[src/core/mcod_pkg.sv]
package mcod_pkg;

    // ------------------------------------------------------------
    // widths
    // ------------------------------------------------------------
    localparam int DATA_W = 16;
    localparam int JUMP_W = 10;
    localparam int NUM_GPR = 5;

    // ------------------------------------------------------------
    // instruction layout
    // ------------------------------------------------------------
    localparam logic [5:0] OPC_ADD = 6'h0A;
    localparam int OPC_HI = 15;
    localparam int OPC_LO = 10;
    localparam int RES_HI = 9;
    localparam int RES_LO = 7;
    localparam int ZERO_BIT = 6;
    localparam int SRC2_HI = 5;
    localparam int SRC2_LO = 3;
    localparam int SRC1_HI = 2;
    localparam int SRC1_LO = 0;

    // ------------------------------------------------------------
    // arithmetic operand set codes
    // ------------------------------------------------------------
    localparam logic [2:0] ALU_R4 = 3'h4;
    localparam logic [2:0] ALU_IMM = 3'h5;
    localparam logic [2:0] ALU_MH = 3'h6;
    localparam logic [2:0] ALU_ML = 3'h7;

    // ------------------------------------------------------------
    // full core operand set codes
    // ------------------------------------------------------------
    localparam logic [4:0] FC_ARITH = 5'h08;
    localparam logic [4:0] FC_AUX = 5'h09;
    localparam logic [4:0] FC_JMPA = 5'h0A;
    localparam logic [4:0] FC_JMPB = 5'h0B;
    localparam logic [4:0] FC_CNT_A = 5'h0C;
    localparam logic [4:0] FC_EOC_A = 5'h10;
    localparam logic [4:0] FC_FLAG = 5'h14;
    localparam logic [4:0] FC_CTRL = 5'h15;
    localparam logic [4:0] FC_STAT = 5'h16;
    localparam logic [4:0] FC_SDATA = 5'h17;
    localparam logic [4:0] FC_THR_A = 5'h18;
    localparam logic [4:0] FC_THR_E = 5'h1C;
    localparam logic [4:0] FC_SADDR = 5'h1D;
    localparam logic [4:0] FC_IRQ = 5'h1E;
    localparam logic [4:0] FC_XCH = 5'h1F;

    // ------------------------------------------------------------
    // reset values
    // ------------------------------------------------------------
    localparam logic [15:0] REG_RST = 16'h0000;
    localparam logic [9:0] JUMP_RST = 10'h000;

    // ------------------------------------------------------------
    // decoded target classes of the full core operand set
    // ------------------------------------------------------------
    typedef enum logic [3:0] {
        MCOD_T_ALU = 4'h0,
        MCOD_T_ARITH = 4'h1,
        MCOD_T_AUX = 4'h2,
        MCOD_T_JUMP = 4'h3,
        MCOD_T_CNT = 4'h4,
        MCOD_T_EOC = 4'h5,
        MCOD_T_FLAG = 4'h6,
        MCOD_T_CTRL = 4'h7,
        MCOD_T_STAT = 4'h8,
        MCOD_T_SDATA = 4'h9,
        MCOD_T_THR = 4'hA,
        MCOD_T_SADDR = 4'hB,
        MCOD_T_IRQ = 4'hC,
        MCOD_T_XCH = 4'hD
    } mcod_target_t;

    // full core decode answer
    typedef struct packed {
        mcod_target_t target;
        logic [2:0] index;
    } mcod_sel_t;

    // condition flags written by the addition
    typedef struct packed {
        logic carry;
        logic zero;
        logic sign;
        logic uUnder;
        logic uOver;
        logic sUnder;
        logic sOver;
    } mcod_flags_t;

    // execution states, one-hot
    typedef enum logic [1:0] {
        MCOD_IDLE = 2'b01,
        MCOD_DONE = 2'b10
    } mcod_state_t;

endpackage

[src/core/mcod_full_decode.sv]
`timescale 1ns/10ps
// maps a 5-bit full core operand code onto a register class and index
module mcod_full_decode
    import mcod_pkg::*;
(
    input wire logic [4:0] code,
    output mcod_sel_t sel
);

    // ------------------------------------------------------------
    // fixed decode table
    // ------------------------------------------------------------
    always_comb
    begin
        sel.index = code[2:0];
        sel.target = MCOD_T_ALU;
        if (code < FC_ARITH)
        begin
            sel.target = MCOD_T_ALU;
        end
        else if (code == FC_ARITH)
        begin
            sel.target = MCOD_T_ARITH;
        end
        else if (code == FC_AUX)
        begin
            sel.target = MCOD_T_AUX;
        end
        else if (code == FC_JMPA || code == FC_JMPB)
        begin
            sel.target = MCOD_T_JUMP;
            sel.index = {2'b00, code[0]};
        end
        else if (code < FC_EOC_A)
        begin
            sel.target = MCOD_T_CNT;
            sel.index = {1'b0, code[1:0]};
        end
        else if (code < FC_FLAG)
        begin
            sel.target = MCOD_T_EOC;
            sel.index = {1'b0, code[1:0]};
        end
        else if (code == FC_FLAG)
        begin
            sel.target = MCOD_T_FLAG;
        end
        else if (code == FC_CTRL)
        begin
            sel.target = MCOD_T_CTRL;
        end
        else if (code == FC_STAT)
        begin
            sel.target = MCOD_T_STAT;
        end
        else if (code == FC_SDATA)
        begin
            sel.target = MCOD_T_SDATA;
        end
        else if (code <= FC_THR_E)
        begin
            sel.target = MCOD_T_THR;
            sel.index = 3'(code - FC_THR_A);
        end
        else if (code == FC_SADDR)
        begin
            sel.target = MCOD_T_SADDR;
        end
        else if (code == FC_IRQ)
        begin
            sel.target = MCOD_T_IRQ;
        end
        else
        begin
            sel.target = MCOD_T_XCH;
        end
    end

endmodule

[src/core/mcod_core.sv]
`timescale 1ns/10ps
module mcod_core
    import mcod_pkg::*;
#(
    parameter int DW = DATA_W,
    parameter int JW = JUMP_W
)
(
    input wire logic mclk,
    input wire logic rst_n,
    input wire logic clkEn,
    // instruction issue
    input wire logic instrValid,
    input wire logic [15:0] instrWord,
    // immediate and product halves loaded by other units
    input wire logic immLoad,
    input wire logic [DW-1:0] immData,
    input wire logic productLoad,
    input wire logic [2*DW-1:0] productData,
    // jump register loads and far jump requests
    input wire logic jumpLoad,
    input wire logic jumpLoadSel,
    input wire logic [JW-1:0] jumpLoadAddr,
    input wire logic farJump,
    input wire logic farJumpSel,
    // operand decode requests
    input wire logic [4:0] fullCode,
    input wire logic [2:0] genImmCode,
    // results
    output logic addDone,
    output logic badInstr,
    output logic [DW-1:0] gprOut [NUM_GPR],
    output logic [DW-1:0] immOut,
    output logic [DW-1:0] prodHighOut,
    output logic [DW-1:0] prodLowOut,
    output mcod_flags_t flagsOut,
    output logic [JW-1:0] jumpAOut,
    output logic [JW-1:0] jumpBOut,
    output logic [JW-1:0] progCounter,
    output logic pcLoaded,
    output mcod_sel_t fullSel,
    output logic [2:0] genImmSel,
    output logic genImmBad
);

    // ------------------------------------------------------------
    // state
    // ------------------------------------------------------------
    typedef struct packed {
        mcod_state_t state;
        logic [NUM_GPR-1:0][DW-1:0] gpr;
        logic [DW-1:0] imm;
        logic [DW-1:0] prodHi;
        logic [DW-1:0] prodLo;
        mcod_flags_t flags;
        logic [JW-1:0] jumpA;
        logic [JW-1:0] jumpB;
        logic [JW-1:0] pc;
        logic pcLoaded;
        logic addDone;
        logic badInstr;
        mcod_sel_t fullSel;
        logic [2:0] genImmSel;
        logic genImmBad;
    } mcod_core_t;

    // reset image of the whole state, loaded in one go
    localparam mcod_core_t STATE_RST = '{
        state: MCOD_IDLE,
        gpr: '0,
        imm: DW'(REG_RST),
        prodHi: '0,
        prodLo: '0,
        flags: '0,
        jumpA: JW'(JUMP_RST),
        jumpB: JW'(JUMP_RST),
        pc: '0,
        pcLoaded: 1'b0,
        addDone: 1'b0,
        badInstr: 1'b0,
        fullSel: '0,
        genImmSel: 3'h0,
        genImmBad: 1'b0
    };

    mcod_core_t state_r;
    mcod_core_t state_nxt;
    mcod_sel_t fullDec;
    logic isAdd;
    logic [2:0] srcA;
    logic [2:0] srcB;
    logic [2:0] dest;
    logic [DW-1:0] opA;
    logic [DW-1:0] opB;
    logic [DW:0] sumWide;
    logic [DW-1:0] sum;
    logic sgnOvf;
    mcod_flags_t addFlags;
    logic [JW-1:0] farTarget;

    // reads an arithmetic set register from a given state
    function automatic logic [DW-1:0] aluRead(input mcod_core_t s, input logic [2:0] code);
        logic [DW-1:0] v;
        v = s.prodLo;
        if (code <= ALU_R4)
        begin
            v = s.gpr[code];
        end
        else if (code == ALU_IMM)
        begin
            v = s.imm;
        end
        else if (code == ALU_MH)
        begin
            v = s.prodHi;
        end
        else
        begin
            v = s.prodLo;
        end
        return v;
    endfunction

    // writes a value into an arithmetic set register of a given state
    function automatic mcod_core_t aluWrite(input mcod_core_t s, input logic [2:0] code,
        input logic [DW-1:0] val);
        mcod_core_t t;
        t = s;
        if (code <= ALU_R4)
        begin
            t.gpr[code] = val;
        end
        else if (code == ALU_IMM)
        begin
            t.imm = val;
        end
        else if (code == ALU_MH)
        begin
            t.prodHi = val;
        end
        else
        begin
            t.prodLo = val;
        end
        return t;
    endfunction

    // ------------------------------------------------------------
    // full core operand decoder
    // ------------------------------------------------------------
    mcod_full_decode uFullDec
    (
        .code(fullCode),
        .sel(fullDec)
    );

    // ------------------------------------------------------------
    // instruction field split and adder
    // ------------------------------------------------------------
    assign isAdd = instrWord[OPC_HI:OPC_LO] == OPC_ADD && !instrWord[ZERO_BIT];
    assign dest = instrWord[RES_HI:RES_LO];
    assign srcB = instrWord[SRC2_HI:SRC2_LO];
    assign srcA = instrWord[SRC1_HI:SRC1_LO];
    assign opA = aluRead(state_r, srcA);
    assign opB = aluRead(state_r, srcB);
    assign sumWide = {1'b0, opA} + {1'b0, opB};
    assign sum = sumWide[DW-1:0];
    assign sgnOvf = (opA[DW-1] == opB[DW-1]) && (sum[DW-1] != opA[DW-1]);
    // far jump target picked by the 1-bit jump operand
    assign farTarget = farJumpSel ? state_r.jumpB : state_r.jumpA;

    // ------------------------------------------------------------
    // condition flags of the addition
    // ------------------------------------------------------------
    always_comb
    begin
        addFlags.carry = sumWide[DW];
        addFlags.zero = sum == '0;
        addFlags.sign = sum[DW-1];
        addFlags.uUnder = 1'b0;
        addFlags.uOver = sumWide[DW];
        addFlags.sUnder = sgnOvf && opA[DW-1];
        addFlags.sOver = sgnOvf && !opA[DW-1];
    end

    // ------------------------------------------------------------
    // next state
    // ------------------------------------------------------------
    always_comb
    begin
        state_nxt = state_r;
        state_nxt.addDone = 1'b0;
        state_nxt.badInstr = 1'b0;
        state_nxt.pcLoaded = 1'b0;
        // external loads of immediate and product halves
        if (immLoad)
        begin
            state_nxt.imm = immData;
        end
        if (productLoad)
        begin
            state_nxt.prodHi = productData[2*DW-1:DW];
            state_nxt.prodLo = productData[DW-1:0];
        end
        // jump registers keep 10-bit absolute addresses
        if (jumpLoad && !jumpLoadSel)
        begin
            state_nxt.jumpA = jumpLoadAddr;
        end
        if (jumpLoad && jumpLoadSel)
        begin
            state_nxt.jumpB = jumpLoadAddr;
        end
        // far jump copies the selected jump register, which is left intact
        if (farJump)
        begin
            state_nxt.pc = farTarget;
            state_nxt.pcLoaded = 1'b1;
        end
        // registered decode answers for the other operand sets
        state_nxt.fullSel = fullDec;
        state_nxt.genImmSel = genImmCode;
        state_nxt.genImmBad = genImmCode > ALU_IMM;
        // addition execution
        case (state_r.state)
            MCOD_IDLE:
            begin
                if (instrValid && isAdd)
                begin
                    state_nxt = aluWrite(state_nxt, dest, sum);
                    state_nxt.flags = addFlags;
                    state_nxt.addDone = 1'b1;
                    state_nxt.state = MCOD_DONE;
                end
                else if (instrValid)
                begin
                    state_nxt.badInstr = 1'b1;
                end
            end
            MCOD_DONE:
            begin
                state_nxt.state = MCOD_IDLE;
            end
            default:
            begin
                state_nxt.state = MCOD_IDLE;
            end
        endcase
    end

    // ------------------------------------------------------------
    // register stage
    // ------------------------------------------------------------
    always_ff @(posedge mclk)
    begin
        if (!rst_n)
        begin
            state_r <= STATE_RST;
        end
        else if (clkEn)
        begin
            state_r <= state_nxt;
        end
    end

    // ------------------------------------------------------------
    // outputs straight from the state
    // ------------------------------------------------------------
    always_comb
    begin
        for (int i = 0; i < NUM_GPR; i++)
        begin
            gprOut[i] = state_r.gpr[i];
        end
    end
    // register contents
    assign immOut = state_r.imm;
    assign prodHighOut = state_r.prodHi;
    assign prodLowOut = state_r.prodLo;
    assign flagsOut = state_r.flags;
    assign jumpAOut = state_r.jumpA;
    assign jumpBOut = state_r.jumpB;
    assign progCounter = state_r.pc;
    // pulses and decode answers
    assign pcLoaded = state_r.pcLoaded;
    assign addDone = state_r.addDone;
    assign badInstr = state_r.badInstr;
    assign fullSel = state_r.fullSel;
    assign genImmSel = state_r.genImmSel;
    assign genImmBad = state_r.genImmBad;

endmodule

[config.mk]
export PLATFORM = sky130hd
export DESIGN_NAME = mcod_core
export DESIGN_NICKNAME = d
export VERILOG_FILES = /design/src/core/mcod_pkg.sv /design/src/core/mcod_full_decode.sv /design/src/core/mcod_core.sv
export SDC_FILE = /design/constraint.sdc
export NUM_CORES = 1
export LEC_CHECK = 0
export BUFFER_PORTS_ARGS = -buffer_cell sky130_fd_sc_hd__buf_2
export CORE_MARGIN = 4
export CORE_UTILIZATION = 36
export DETAILED_ROUTE_END_ITERATION = 8
export GPL_TIMING_DRIVEN = 1
export PLACE_DENSITY = 0.54
export SETUP_SLACK_MARGIN = 0.5
export SYNTH_ARGS = -nofsm -noshare
export SYNTH_HDL_FRONTEND = slang
export SYNTH_SLANG_ARGS = --single-unit
[constraint.sdc]
create_clock -name mclk -period 5.4 [get_ports mclk]
set_input_delay 0 -clock mclk [delete_from_list [all_inputs] [get_ports mclk]]
set_output_delay 0 -clock mclk [all_outputs]
set_load 0.005 [all_outputs]
==> results of run 1 <==
## where the power goes
| part | internal [mW] | switching, mW | leakage (nW) | total [mW] |
|---|---|---|---|---|
| Sequential | 1.36 | 0.0433 | 1.46 | 1.40 |
| Clock | 0.629 | 0.658 | 0.295 | 1.29 |
| Combinational | 0.208 | 0.253 | 3.69 | 0.462 |
## path summary, 6_finish.rpt
kind	startpoint	depth (start not counted)	endpoint
worst max-delay path	prodLowOut[4]	10	flop
worst min-delay path	immData[13]	4	immOut[13]
worst max register to register	prodLowOut[4]	10	flop
worst min register to register	jumpBOut[4]	2	jumpBOut[4]
## cells by family (layout without fill, tap and decap cells)
logic type | Yosys count | after routing | synth area share (%)
other | 1 | 2 | 0.0328
AO/OA/AOI/OAI | 313 | 313 | 18.1
XOR/XNOR | 5 | 5 | 0.449
flip-flops | 179 | 179 | 31.4
multiplexers | 112 | 112 | 17.0
adder cells (fa/ha/maj) | 17 | 17 | 1.93
AND/OR/NAND/NOR | 396 | 396 | 16.0
buffers and inverters | 280 | 392 | 15.2
## per-layer routing
metal	track usage (%)	wire length [um]	up-vias
met1	32.2	18200	4742
li1	-	-	4633
met5	0	0	-
met2	34.9	18100	380
met4	4.84	491	0
met3	5.28	2890	31
## area by class of cell
class                   count  area share [%]
clock inverters            15            1.38
clock buffers              17            3.29
multi-input cells         844            47.1
inverters                  13           0.377
flip-flops and latches    179            27.7
well taps                 396            3.83
diodes                      1          0.0193
repair buffers            347            16.3
## worst max-delay path, cell delays in order, from the launching register on
cell       delay [ps]
dfxtp_1           410
mux4_2            490
mux2_2            270
ha_1              380
and4_1            430
o211ai_2          170
a2111oi_2         610
or3_1             210
and3_1            420
o21ai_1           120
and2_1            180
## metrics by stage
step / instances / setup WS (ps) / power, mW / util, %
2_1_floorplan: 1303 / 1660 / 1.72 / -
3_3_place_gp: 1712 / 1230 / 1.85 / 37.8
3_5_place_dp: 1712 / 1150 / 1.85 / 37.8
4_1_cts: 1811 / 1620 / 3.17 / 41.9
6_report: 1812 / 1590 / 3.15 / 41.9
5_1_grt: 1812 / 1330 / 3.27 / 41.9
## synthesized netlist by cell type, types with 3 or more instances
cell type,n
ha_1,16
or2_1,5
o211ai_1,6
mux2i_1,19
nand3b_1,27
o22ai_1,3
buf_1,6
clkbuf_1,77
nand2_1,210
a21boi_0,11
a211oi_1,17
a311oi_1,6
mux2_2,31
nand3_1,10
o211a_1,4
a21boi_1,47
o2111ai_1,3
mux4_2,62
nand2b_1,12
a21o_1,5
and2_1,23
a21oi_1,78
a31oi_1,8
o21ai_0,75
inv_1,12
nor2b_1,10
o221ai_1,8
dfxtp_1,179
o31a_1,3
o21a_1,10
nor3_1,8
o21ai_1,7
nor2_1,66
buf_2,5
or3_1,6
buf_4,176
and3_1,4
==> out/results.txt, run 1 <==
Post-CTS Setup Repair Bufs - 0
cts hold-fix bufs - 67
# nets final - 1,511
Synth async-reset ratio - 0%
Max Slew Vio Count - 0
setup TNS - 0 ps
multi-input logic area - 6100 um2
min Tclk post-route - 3810 ps
Critical Setup Path Class - reg -> reg
Synth-to-Final Area Change - 13.4%
GRT Util Overall - 22.5%
Final HPWL DP - 29.6 mm
core footprint - 30,900 um2
cts repair resizes - 0
RSZ-0062 raised after global routing - false
CTS Sinks - 179
CTS tree - yes
Post-synth EDFFs - 0
die width - 186 um
sequential fraction of the synthesis area - 31.4%
DR iter-0 viols - 855
layout cells sized above 1 - 30.0%
hold crit path type - in -> reg
total gr overflow - 0
FMAX - 262 MHz
# DRC - 0
FILL cells - 3,103
syn_nets - 1,412
worst endpoint data arrival time - 4160 ps
final hold viol count - 0
die area - 34,600 um2
Port Buffer Count - 269
LEAKAGE - 5.44 nW
dpl cell area - 11,700 um2
Placer Congestion - 0.933
clock-pin slew of the registers on the worst-case setup and hold paths - 80 ps
reg2reg setup slack - 1590 ps
vias per std cell - 5.40
hold_ws - 16.3 ps
crit path max fanout - 8
first-pass GRT wire length - 59.1 mm
Clock Latency Late Sink - 450 ps
H-tree Lvls - 4
Top FF cell, synth - dfxtp_1
Die Y-Extent - 186 um
std cell rows - 64
post-route cell area - 12,900 um2
Pwr Density - 243 nW/um2
area taken by flip-flops and latches - 3580 um2
initial antenna violation count - 1
vias in the first global route - 9,306
deepest clock path buffer count - 2
syn_area_per_cell - 8.76 um2
Synth top area share - 31.4%
Synth area leaders - dfxtp_1, mux4_2, buf_4, nand2_1, a21oi_1
Post-Synthesis Cell Area - 11,400 um2
post-synthesis register bit count - 179
Starting Density - 36.9%
element type at the critical path start - flop
final period utilization - 70.6%
Worst Clk Skew - 13.2 ps
WL per Instance - 21.9 um
final wirelength - 39.6 mm
Max VDD drop - 0.000186 V
MaxCap Viol Count - 0
Synth Warn # - 0
largest net degree at the start of global routing - 71
status - finished clean
Slew HR - 24.5%
routed via count - 9,786
CTS buffer count - 17
crit end category - flop
commonest non-fill, non-tap cell in the layout - buf_2
CP required - 5750 ps
clk root buf - clkbuf_16
drt pass-1 iters - 5
final setup violation count - 0
worst slew pin tran - 1130 ps
post-route ant nets - 0
largest area contributor in the netlist - dfxtp_1
most frequent cells in the layout - buf_2, nand2_1, dfxtp_1, a21oi_1, o21ai_0
Ports - 271
synth unique cells - 77
Synth Instances - 1,303
(Power assumes the default switching activity.)
==> run 2: changes to the inputs <==
--- a/config.mk
+++ b/config.mk
@@ -5,12 +5,13 @@
 export SDC_FILE = /design/constraint.sdc
 export NUM_CORES = 1
 export LEC_CHECK = 0
+export ABC_AREA = 1
 export BUFFER_PORTS_ARGS = -buffer_cell sky130_fd_sc_hd__buf_2
 export CORE_MARGIN = 4
 export CORE_UTILIZATION = 36
 export DETAILED_ROUTE_END_ITERATION = 8
 export GPL_TIMING_DRIVEN = 1
-export PLACE_DENSITY = 0.54
+export PLACE_DENSITY = 0.56
 export SETUP_SLACK_MARGIN = 0.5
 export SYNTH_ARGS = -nofsm -noshare
 export SYNTH_HDL_FRONTEND = slang
==> constraint.sdc (replaced) <==
create_clock -name mclk -period 3.5 [get_ports mclk]
set_input_delay 0 -clock mclk [delete_from_list [all_inputs] [get_ports mclk]]
set_output_delay 0 -clock mclk [all_outputs]
set_load 0.005 [all_outputs]
==> out/results.txt, run 2 <==
CP Depth - 18 (was 10)
Post-Synthesis Cell Area - 11,700 um2 (was 11,400 um2)
Port Buffer Count - 269 (unchanged)
count leader, synth - nand2_1 (unchanged)
Synth area leaders - dfxtp_1, buf_4, a21oi_1, nand2_1, o21ai_0 (was dfxtp_1, mux4_2, buf_4, nand2_1, a21oi_1)
die width - 188 um (was 186 um)
setup TNS - 0 ps (unchanged)
RSZ-0062 raised after global routing - true (was false)
Synth Warn # - 0 (unchanged)
worst reg2reg path depth - 18 (was 10)
clock power share - 35.4% (was 40.9%)
reg2reg setup slack - 630 ps (was 1590 ps)
vias per std cell - 5.32 (was 5.40)
initial antenna violation count - 0 (was 1)
dpl cell area - 12,400 um2 (was 11,700 um2)
CTS tree - yes (unchanged)
combinational fraction of design power - 25.3% (was 14.7%)
Antenna diodes - 0 (was 1)
CTS Sinks - 179 (unchanged)
Post-synth EDFFs - 0 (unchanged)
Max VDD drop - 0.000357 V (was 0.000186 V)
end of the critical path - flagsOut[5]
# nets final - 2,024 (was 1,511)
H-tree Lvls - 4 (unchanged)
Slew HR - 38.6% (was 24.5%)
post-synthesis register bit count - 179 (unchanged)
fin util - 44.0% (was 41.9%)
Starting Density - 36.8% (was 36.9%)
commonest non-fill, non-tap cell in the layout - nand2_1 (was buf_2)
status - finished clean (unchanged)
crit end category - flop (unchanged)
Ports - 271 (unchanged)
post-route ant nets - 0 (unchanged)
GRT Util Overall - 25.6% (was 22.5%)
Final Non-Filler Cells - 2,362 (was 1,812)
LEAKAGE - 6.54 nW (was 5.44 nW)
cell count after placement - 2,259 (was 1,712)
largest net degree at the start of global routing - 85 (was 71)
final setup violation count - 0 (unchanged)
FMAX - 348 MHz (was 262 MHz)
Die Y-Extent - 188 um (was 186 um)
delay-heaviest family, CP - simple AND/OR/NAND/NOR gates (unchanged)
CP max-delay cell - fa_2 (was a2111oi_2)
final hold viol count - 0 (unchanged)
std cell rows - 65 (was 64)
post-route setup slack - 628 ps (was 1590 ps)
Top FF cell, synth - dfxtp_1 (unchanged)
Total Power - 5.47 mW (was 3.15 mW)
clock-pin slew of the registers on the worst-case setup and hold paths - 70 ps (was 80 ps)
layout cells sized above 1 - 24.6% (was 30.0%)
syn_nets - 1,868 (was 1,412)
largest area contributor in the netlist - dfxtp_1 (unchanged)
die area - 35,500 um2 (was 34,600 um2)
sequential fraction of design power - 39.3% (was 44.5%)
Max Slew Vio Count - 0 (unchanged)
total gr overflow - 0 (unchanged)
routed via count - 12,600 (was 9,786)
worst endpoint data arrival time - 3250 ps (was 4160 ps)
Clock Latency Late Sink - 460 ps (was 450 ps)
drt pass-1 iters - 6 (was 5)
hold crit path type - in -> reg (unchanged)
syn_area_per_cell - 6.67 um2 (was 8.76 um2)
top post-synthesis cells by count - nand2_1, a21oi_1, inv_1 (was nand2_1, dfxtp_1, buf_4)
Int Power - 3.67 mW (was 2.19 mW)
buffers plus inverters on the worst setup path - 3 (was 0)
element type at the critical path start - flop (unchanged)
WL per Instance - 20.2 um (was 21.9 um)
Pwr Density - 389 nW/um2 (was 243 nW/um2)
Placer Congestion - 1.01 (was 0.933)
Sw Ratio - 33.0% (was 30.3%)
clk root buf - clkbuf_16 (unchanged)
# DRC - 0 (unchanged)
Final HPWL DP - 35.9 mm (was 29.6 mm)
DR iter-0 viols - 1,241 (was 855)
crit path max fanout - 3 (was 8)
post-route cell area - 14,000 um2 (was 12,900 um2)
deepest clock path buffer count - 2 (unchanged)
core footprint - 31,900 um2 (was 30,900 um2)
final period utilization - 82.0% (was 70.6%)
Switch Pwr - 1.80 mW (was 955 uW)
CTS buffer count - 17 (unchanged)
CP required - 3880 ps (was 5750 ps)
pre-CTS WS - 54.8 ps (was 1150 ps)
sequential fraction of the synthesis area - 30.6% (was 31.4%)
vias in the first global route - 11,400 (was 9,306)
hold_ws - 17.7 ps (was 16.3 ps)
Synth top area share - 30.6% (was 31.4%)
Synth-to-Final Area Change - 19.8% (was 13.4%)
Synth Instances - 1,759 (was 1,303)
MaxCap Viol Count - 0 (unchanged)
Synth async-reset ratio - 0% (unchanged)
worst slew pin tran - 918 ps (was 1130 ps)
Worst Clk Skew - 9.86 ps (was 13.2 ps)
Critical Setup Path Class - reg -> reg (unchanged)
RR Endpoint - flagsOut[5]
min Tclk post-route - 2870 ps (was 3810 ps)
worst stage delay on the critical path - 590 ps (was 610 ps)
most frequent cells in the layout - nand2_1, buf_2, a21oi_1, inv_1, o21ai_0 (was buf_2, nand2_1, dfxtp_1, a21oi_1, o21ai_0)
first-pass GRT wire length - 70.5 mm (was 59.1 mm)
final wirelength - 47.6 mm (was 39.6 mm)
synth unique cells - 45 (was 77)
worst-path cell chain - inv_1 > o21ai_2 > o221ai_1 > nand2_1 > o21ai_0 > nor2_1 > inv_1 > fa_2 > inv_2 > nor2_1 > nand2_1 > nor2_1 > nand3_1 > nor2_2 > nand3_1 > nor2_2 > nand3_1 > a21oi_1 (was mux4_2 > mux2_2 > ha_1 > and4_1 > o211ai_2 > a2111oi_2 > or3_1 > and3_1 > o21ai_1 > and2_1)
[run 2: what timing repair did]
item | 4_1_cts | 5_1_grt
hold buffers | 66 | 0
endpoints found under the setup margin | 57 | 80
gates resized for setup | 16 | 99
setup buffers | 2 | 4
pin swaps | 1 | 26
hold endpoints to repair | 72 | 0
[run 2: routing by layer]
metal / global-route usage (%) / vias to the layer above / share of wire (%)
met5: 0 / - / 0
met4: 7.82 / 0 / 2.7
met3: 6.24 / 68 / 9.0
met2: 39.3 / 591 / 44
met1: 35.6 / 5870 / 45
li1: - / 6033 / -
[run 2: final cells by class]
cell class                 count  area (um2)
tap                          435         544
fill                        3415       17800
clock inverter                 9         106
multi-input combinational   1085        5900
sequential                   179        3600
inverter                     228         872
timing repair buffer         404        2550
clock buffer                  22         464
[run 2: worst register-to-register path: cells and delay by family, from the launching register on]
kind	cells	cell delay, ps
fa+ha+maj	1	590
buf+inv	3	200
flops	1	320
compound gates	4	550
simple gates	10	1150
[run 2: kinds of logic after synthesis]
kind of cell	synth area share (%)
other	0.0320
XOR/XNOR	0.0747
AND/OR/NAND/NOR	16.7
AO/OA/AOI/OAI	29.0
adder cells (fa/ha/maj)	1.88
buffers and inverters	21.8
flip-flops	30.6
[run 2: worst min-delay path by stage]
| stage | to | depth (start not counted) | slack (ps) | from |
|---|---|---|---|---|
| finish | prodLowOut[12] | 5 | 20 | productData[12] |
| global route | prodLowOut[12] | 5 | 40 | productData[12] |
| CTS | prodLowOut[12] | 5 | 0.4 | productData[12] |
| detailed placement | genImmSel[0] | 3 | 230 | genImmCode[0] |
| global placement | genImmSel[0] | 3 | 240 | genImmCode[0] |
| floorplan | jumpAOut[0] | 2 | 130 | jumpLoadAddr[0] |
[run 2: power groups by stage]
| stage | combinational (mW) | sequential, mW | clock, mW |
|---|---|---|---|
| floorplan | 0.686 | 2.17 | 0 |
| global placement | 1.19 | 2.20 | 0 |
| detailed placement | 1.19 | 2.20 | 0 |
| CTS | 1.28 | 2.15 | 1.96 |
| global route | 1.48 | 2.16 | 2.04 |
| finish | 1.38 | 2.15 | 1.93 |
==> run 3: changes to the inputs <==
==> constraint.sdc (replaced) <==
create_clock -name mclk -period 2.5 [get_ports mclk]
set_input_delay 0 -clock mclk [delete_from_list [all_inputs] [get_ports mclk]]
set_output_delay 0 -clock mclk [all_outputs]
set_load 0.005 [all_outputs]
==> out/results.txt, run 3 (same netlist as run 2, synthesis figures left out) <==
post-route ant nets - 0 (unchanged)
CP required - 2880 ps (was 3880 ps)
post-route setup slack - -371 ps (was 628 ps)
CP max-delay cell - fa_2 (unchanged)
routed via count - 13,600 (was 12,600)
final period utilization - 115% (was 82.0%)
worst endpoint data arrival time - 3250 ps (about the same)
Critical Setup Path Class - reg -> reg (unchanged)
Port Buffer Count - 269 (unchanged)
hold_ws - 11.8 ps (was 17.7 ps)
commonest non-fill, non-tap cell in the layout - buf_4 (was nand2_1)
# DRC - 0 (unchanged)
CTS tree - yes (unchanged)
worst-path cell chain - inv_2 > o21ai_2 > a31oi_2 > a221oi_2 > ha_2 > inv_2 > fa_2 > inv_2 > nor2_2 > nand2_1 > nor2_1 > nand3_1 > nor2_2 > nand3_1 > nor2_1 > nand3_1 > a21oi_2 (was inv_1 > o21ai_2 > o221ai_1 > nand2_1 > o21ai_0 > nor2_1 > inv_1 > fa_2 > inv_2 > nor2_1 > nand2_1 > nor2_1 > nand3_1 > nor2_2 > nand3_1 > nor2_2 > nand3_1 > a21oi_1)
final setup violation count - 106 (was 0)
Synth-to-Final Area Change - 45.5% (was 19.8%)
Worst Clk Skew - 14.9 ps (was 9.86 ps)
failing checks - negative setup slack
final wirelength - 49.6 mm (was 47.6 mm)
Die Y-Extent - 188 um (unchanged)
deepest clock path buffer count - 2 (unchanged)
Antenna diodes - 0 (unchanged)
worst stage delay on the critical path - 570 ps (was 590 ps)
element type at the critical path start - flop (unchanged)
GRT Util Overall - 27.0% (was 25.6%)
status - complete, but fails checks (was finished clean)
Ports - 271 (unchanged)
H-tree Lvls - 4 (unchanged)
buffers plus inverters on the worst setup path - 3 (unchanged)
LEAKAGE - 8.14 nW (was 6.54 nW)
delay-heaviest family, CP - adder cells (was simple AND/OR/NAND/NOR gates)
WL per Instance - 18.9 um (was 20.2 um)
Max VDD drop - 0.000496 V (was 0.000357 V)
largest net degree at the start of global routing - 101 (was 85)
Starting Density - 36.8% (unchanged)
Max Slew Vio Count - 0 (unchanged)
worst slew pin tran - 948 ps (was 918 ps)
post-route cell area - 17,100 um2 (was 14,000 um2)
std cell rows - 65 (unchanged)
CTS Sinks - 179 (unchanged)
MaxCap Viol Count - 0 (unchanged)
Placer Congestion - 0.989 (was 1.01)
# nets final - 2,285 (was 2,024)
dpl cell area - 14,500 um2 (was 12,400 um2)
min Tclk post-route - 2870 ps (about the same)
core footprint - 31,900 um2 (unchanged)
final hold viol count - 0 (unchanged)
crit end category - flop (unchanged)
vias per std cell - 5.17 (was 5.32)
drt pass-1 iters - 5 (was 6)
Clock Latency Late Sink - 460 ps (about the same)
first-pass GRT wire length - 75.3 mm (was 70.5 mm)
Pwr Density - 492 nW/um2 (was 389 nW/um2)
die width - 188 um (unchanged)
most frequent cells in the layout - buf_4, buf_2, nand2_1, a21oi_1, inv_1 (was nand2_1, buf_2, a21oi_1, inv_1, o21ai_0)
total gr overflow - 0 (unchanged)
crit path max fanout - 3 (unchanged)
FMAX - 348 MHz (about the same)
CTS buffer count - 17 (unchanged)
Slew HR - 36.8% (was 38.6%)
fin util - 53.5% (was 44.0%)
vias in the first global route - 12,900 (was 11,400)
FILL cells - 3,204 (was 3,415)
RSZ-0062 raised after global routing - true (unchanged)
Final HPWL DP - 37.1 mm (was 35.9 mm)
initial antenna violation count - 0 (unchanged)
DR iter-0 viols - 1,213 (was 1,241)
hold crit path type - in -> reg (unchanged)
clk root buf - clkbuf_16 (unchanged)
clock-pin slew of the registers on the worst-case setup and hold paths - 70 ps (about the same)
layout cells sized above 1 - 41.3% (was 24.6%)
die area - 35,500 um2 (unchanged)
## run 3: report_power, final
part / switching, mW / internal [mW] / total (mW)
registers: 0.0626 / 2.93 / 2.99
logic: 1.56 / 1.21 / 2.77
clock network: 1.22 / 1.40 / 2.62
total: 2.85 / 5.54 / 8.38
## run 3: tightest hold or removal path: stages
cell     delay, ps
buf_2           80
nor2_1          40
nand2_1         90
o21ai_0        110
a21oi_1        120
## run 3: metal layers
layer / routed length [um] / track usage (%) / part of all wire (%)
met1: 21600 / 37.7 / 44
met2: 22300 / 42.8 / 45
met5: 0 / 0 / 0
met4: 1190 / 7.12 / 2.4
met3: 4510 / 5.41 / 9.1
## run 3: path summary, 6_finish.rpt
kind | start | to | slack (ps) | cells after the start
worst min-delay path | instrWord[10] | badInstr | 10 | 5
worst max register to register | flop | flagsOut[5] | -370 | 17
worst min register to register | pcLoaded | pcLoaded | 460 | 2
worst max-delay path | flop | flagsOut[5] | -370 | 17
## run 3: timing repair
item / CTS / global route
endpoints found under the setup margin: 127 / 132
cloned: 1 / 0
gates resized for setup: 293 / 40
pin swaps: 75 / 26
hold buffers: 70 / 0
hold endpoints to repair: 73 / 0
buffers inserted: 23 / 4
## run 3: through the flow
step | power, mW | TNS [ps] | worst slack, ps | std cells
after detailed placement | 5.15 | -45500 | -611 | 2494
final | 8.38 | -14040 | -371 | 2624
after global routing | 8.72 | -25220 | -479 | 2624
after CTS | 8.30 | -3560 | -197 | 2620
after floorplan | 4.06 | -84.5 | -84.5 | 1759
after global placement | 5.15 | -42960 | -554 | 2494
## run 3: cell type report
class,instances,area [um2],area share (%)
sequential,179,3620,21.2
tap,435,544,3.19
multi-input combinational,1085,6640,38.9
inverter,228,920,5.39
clock buffer,20,447,2.62
clock inverter,12,110,0.645
timing repair buffer,665,4780,28.0
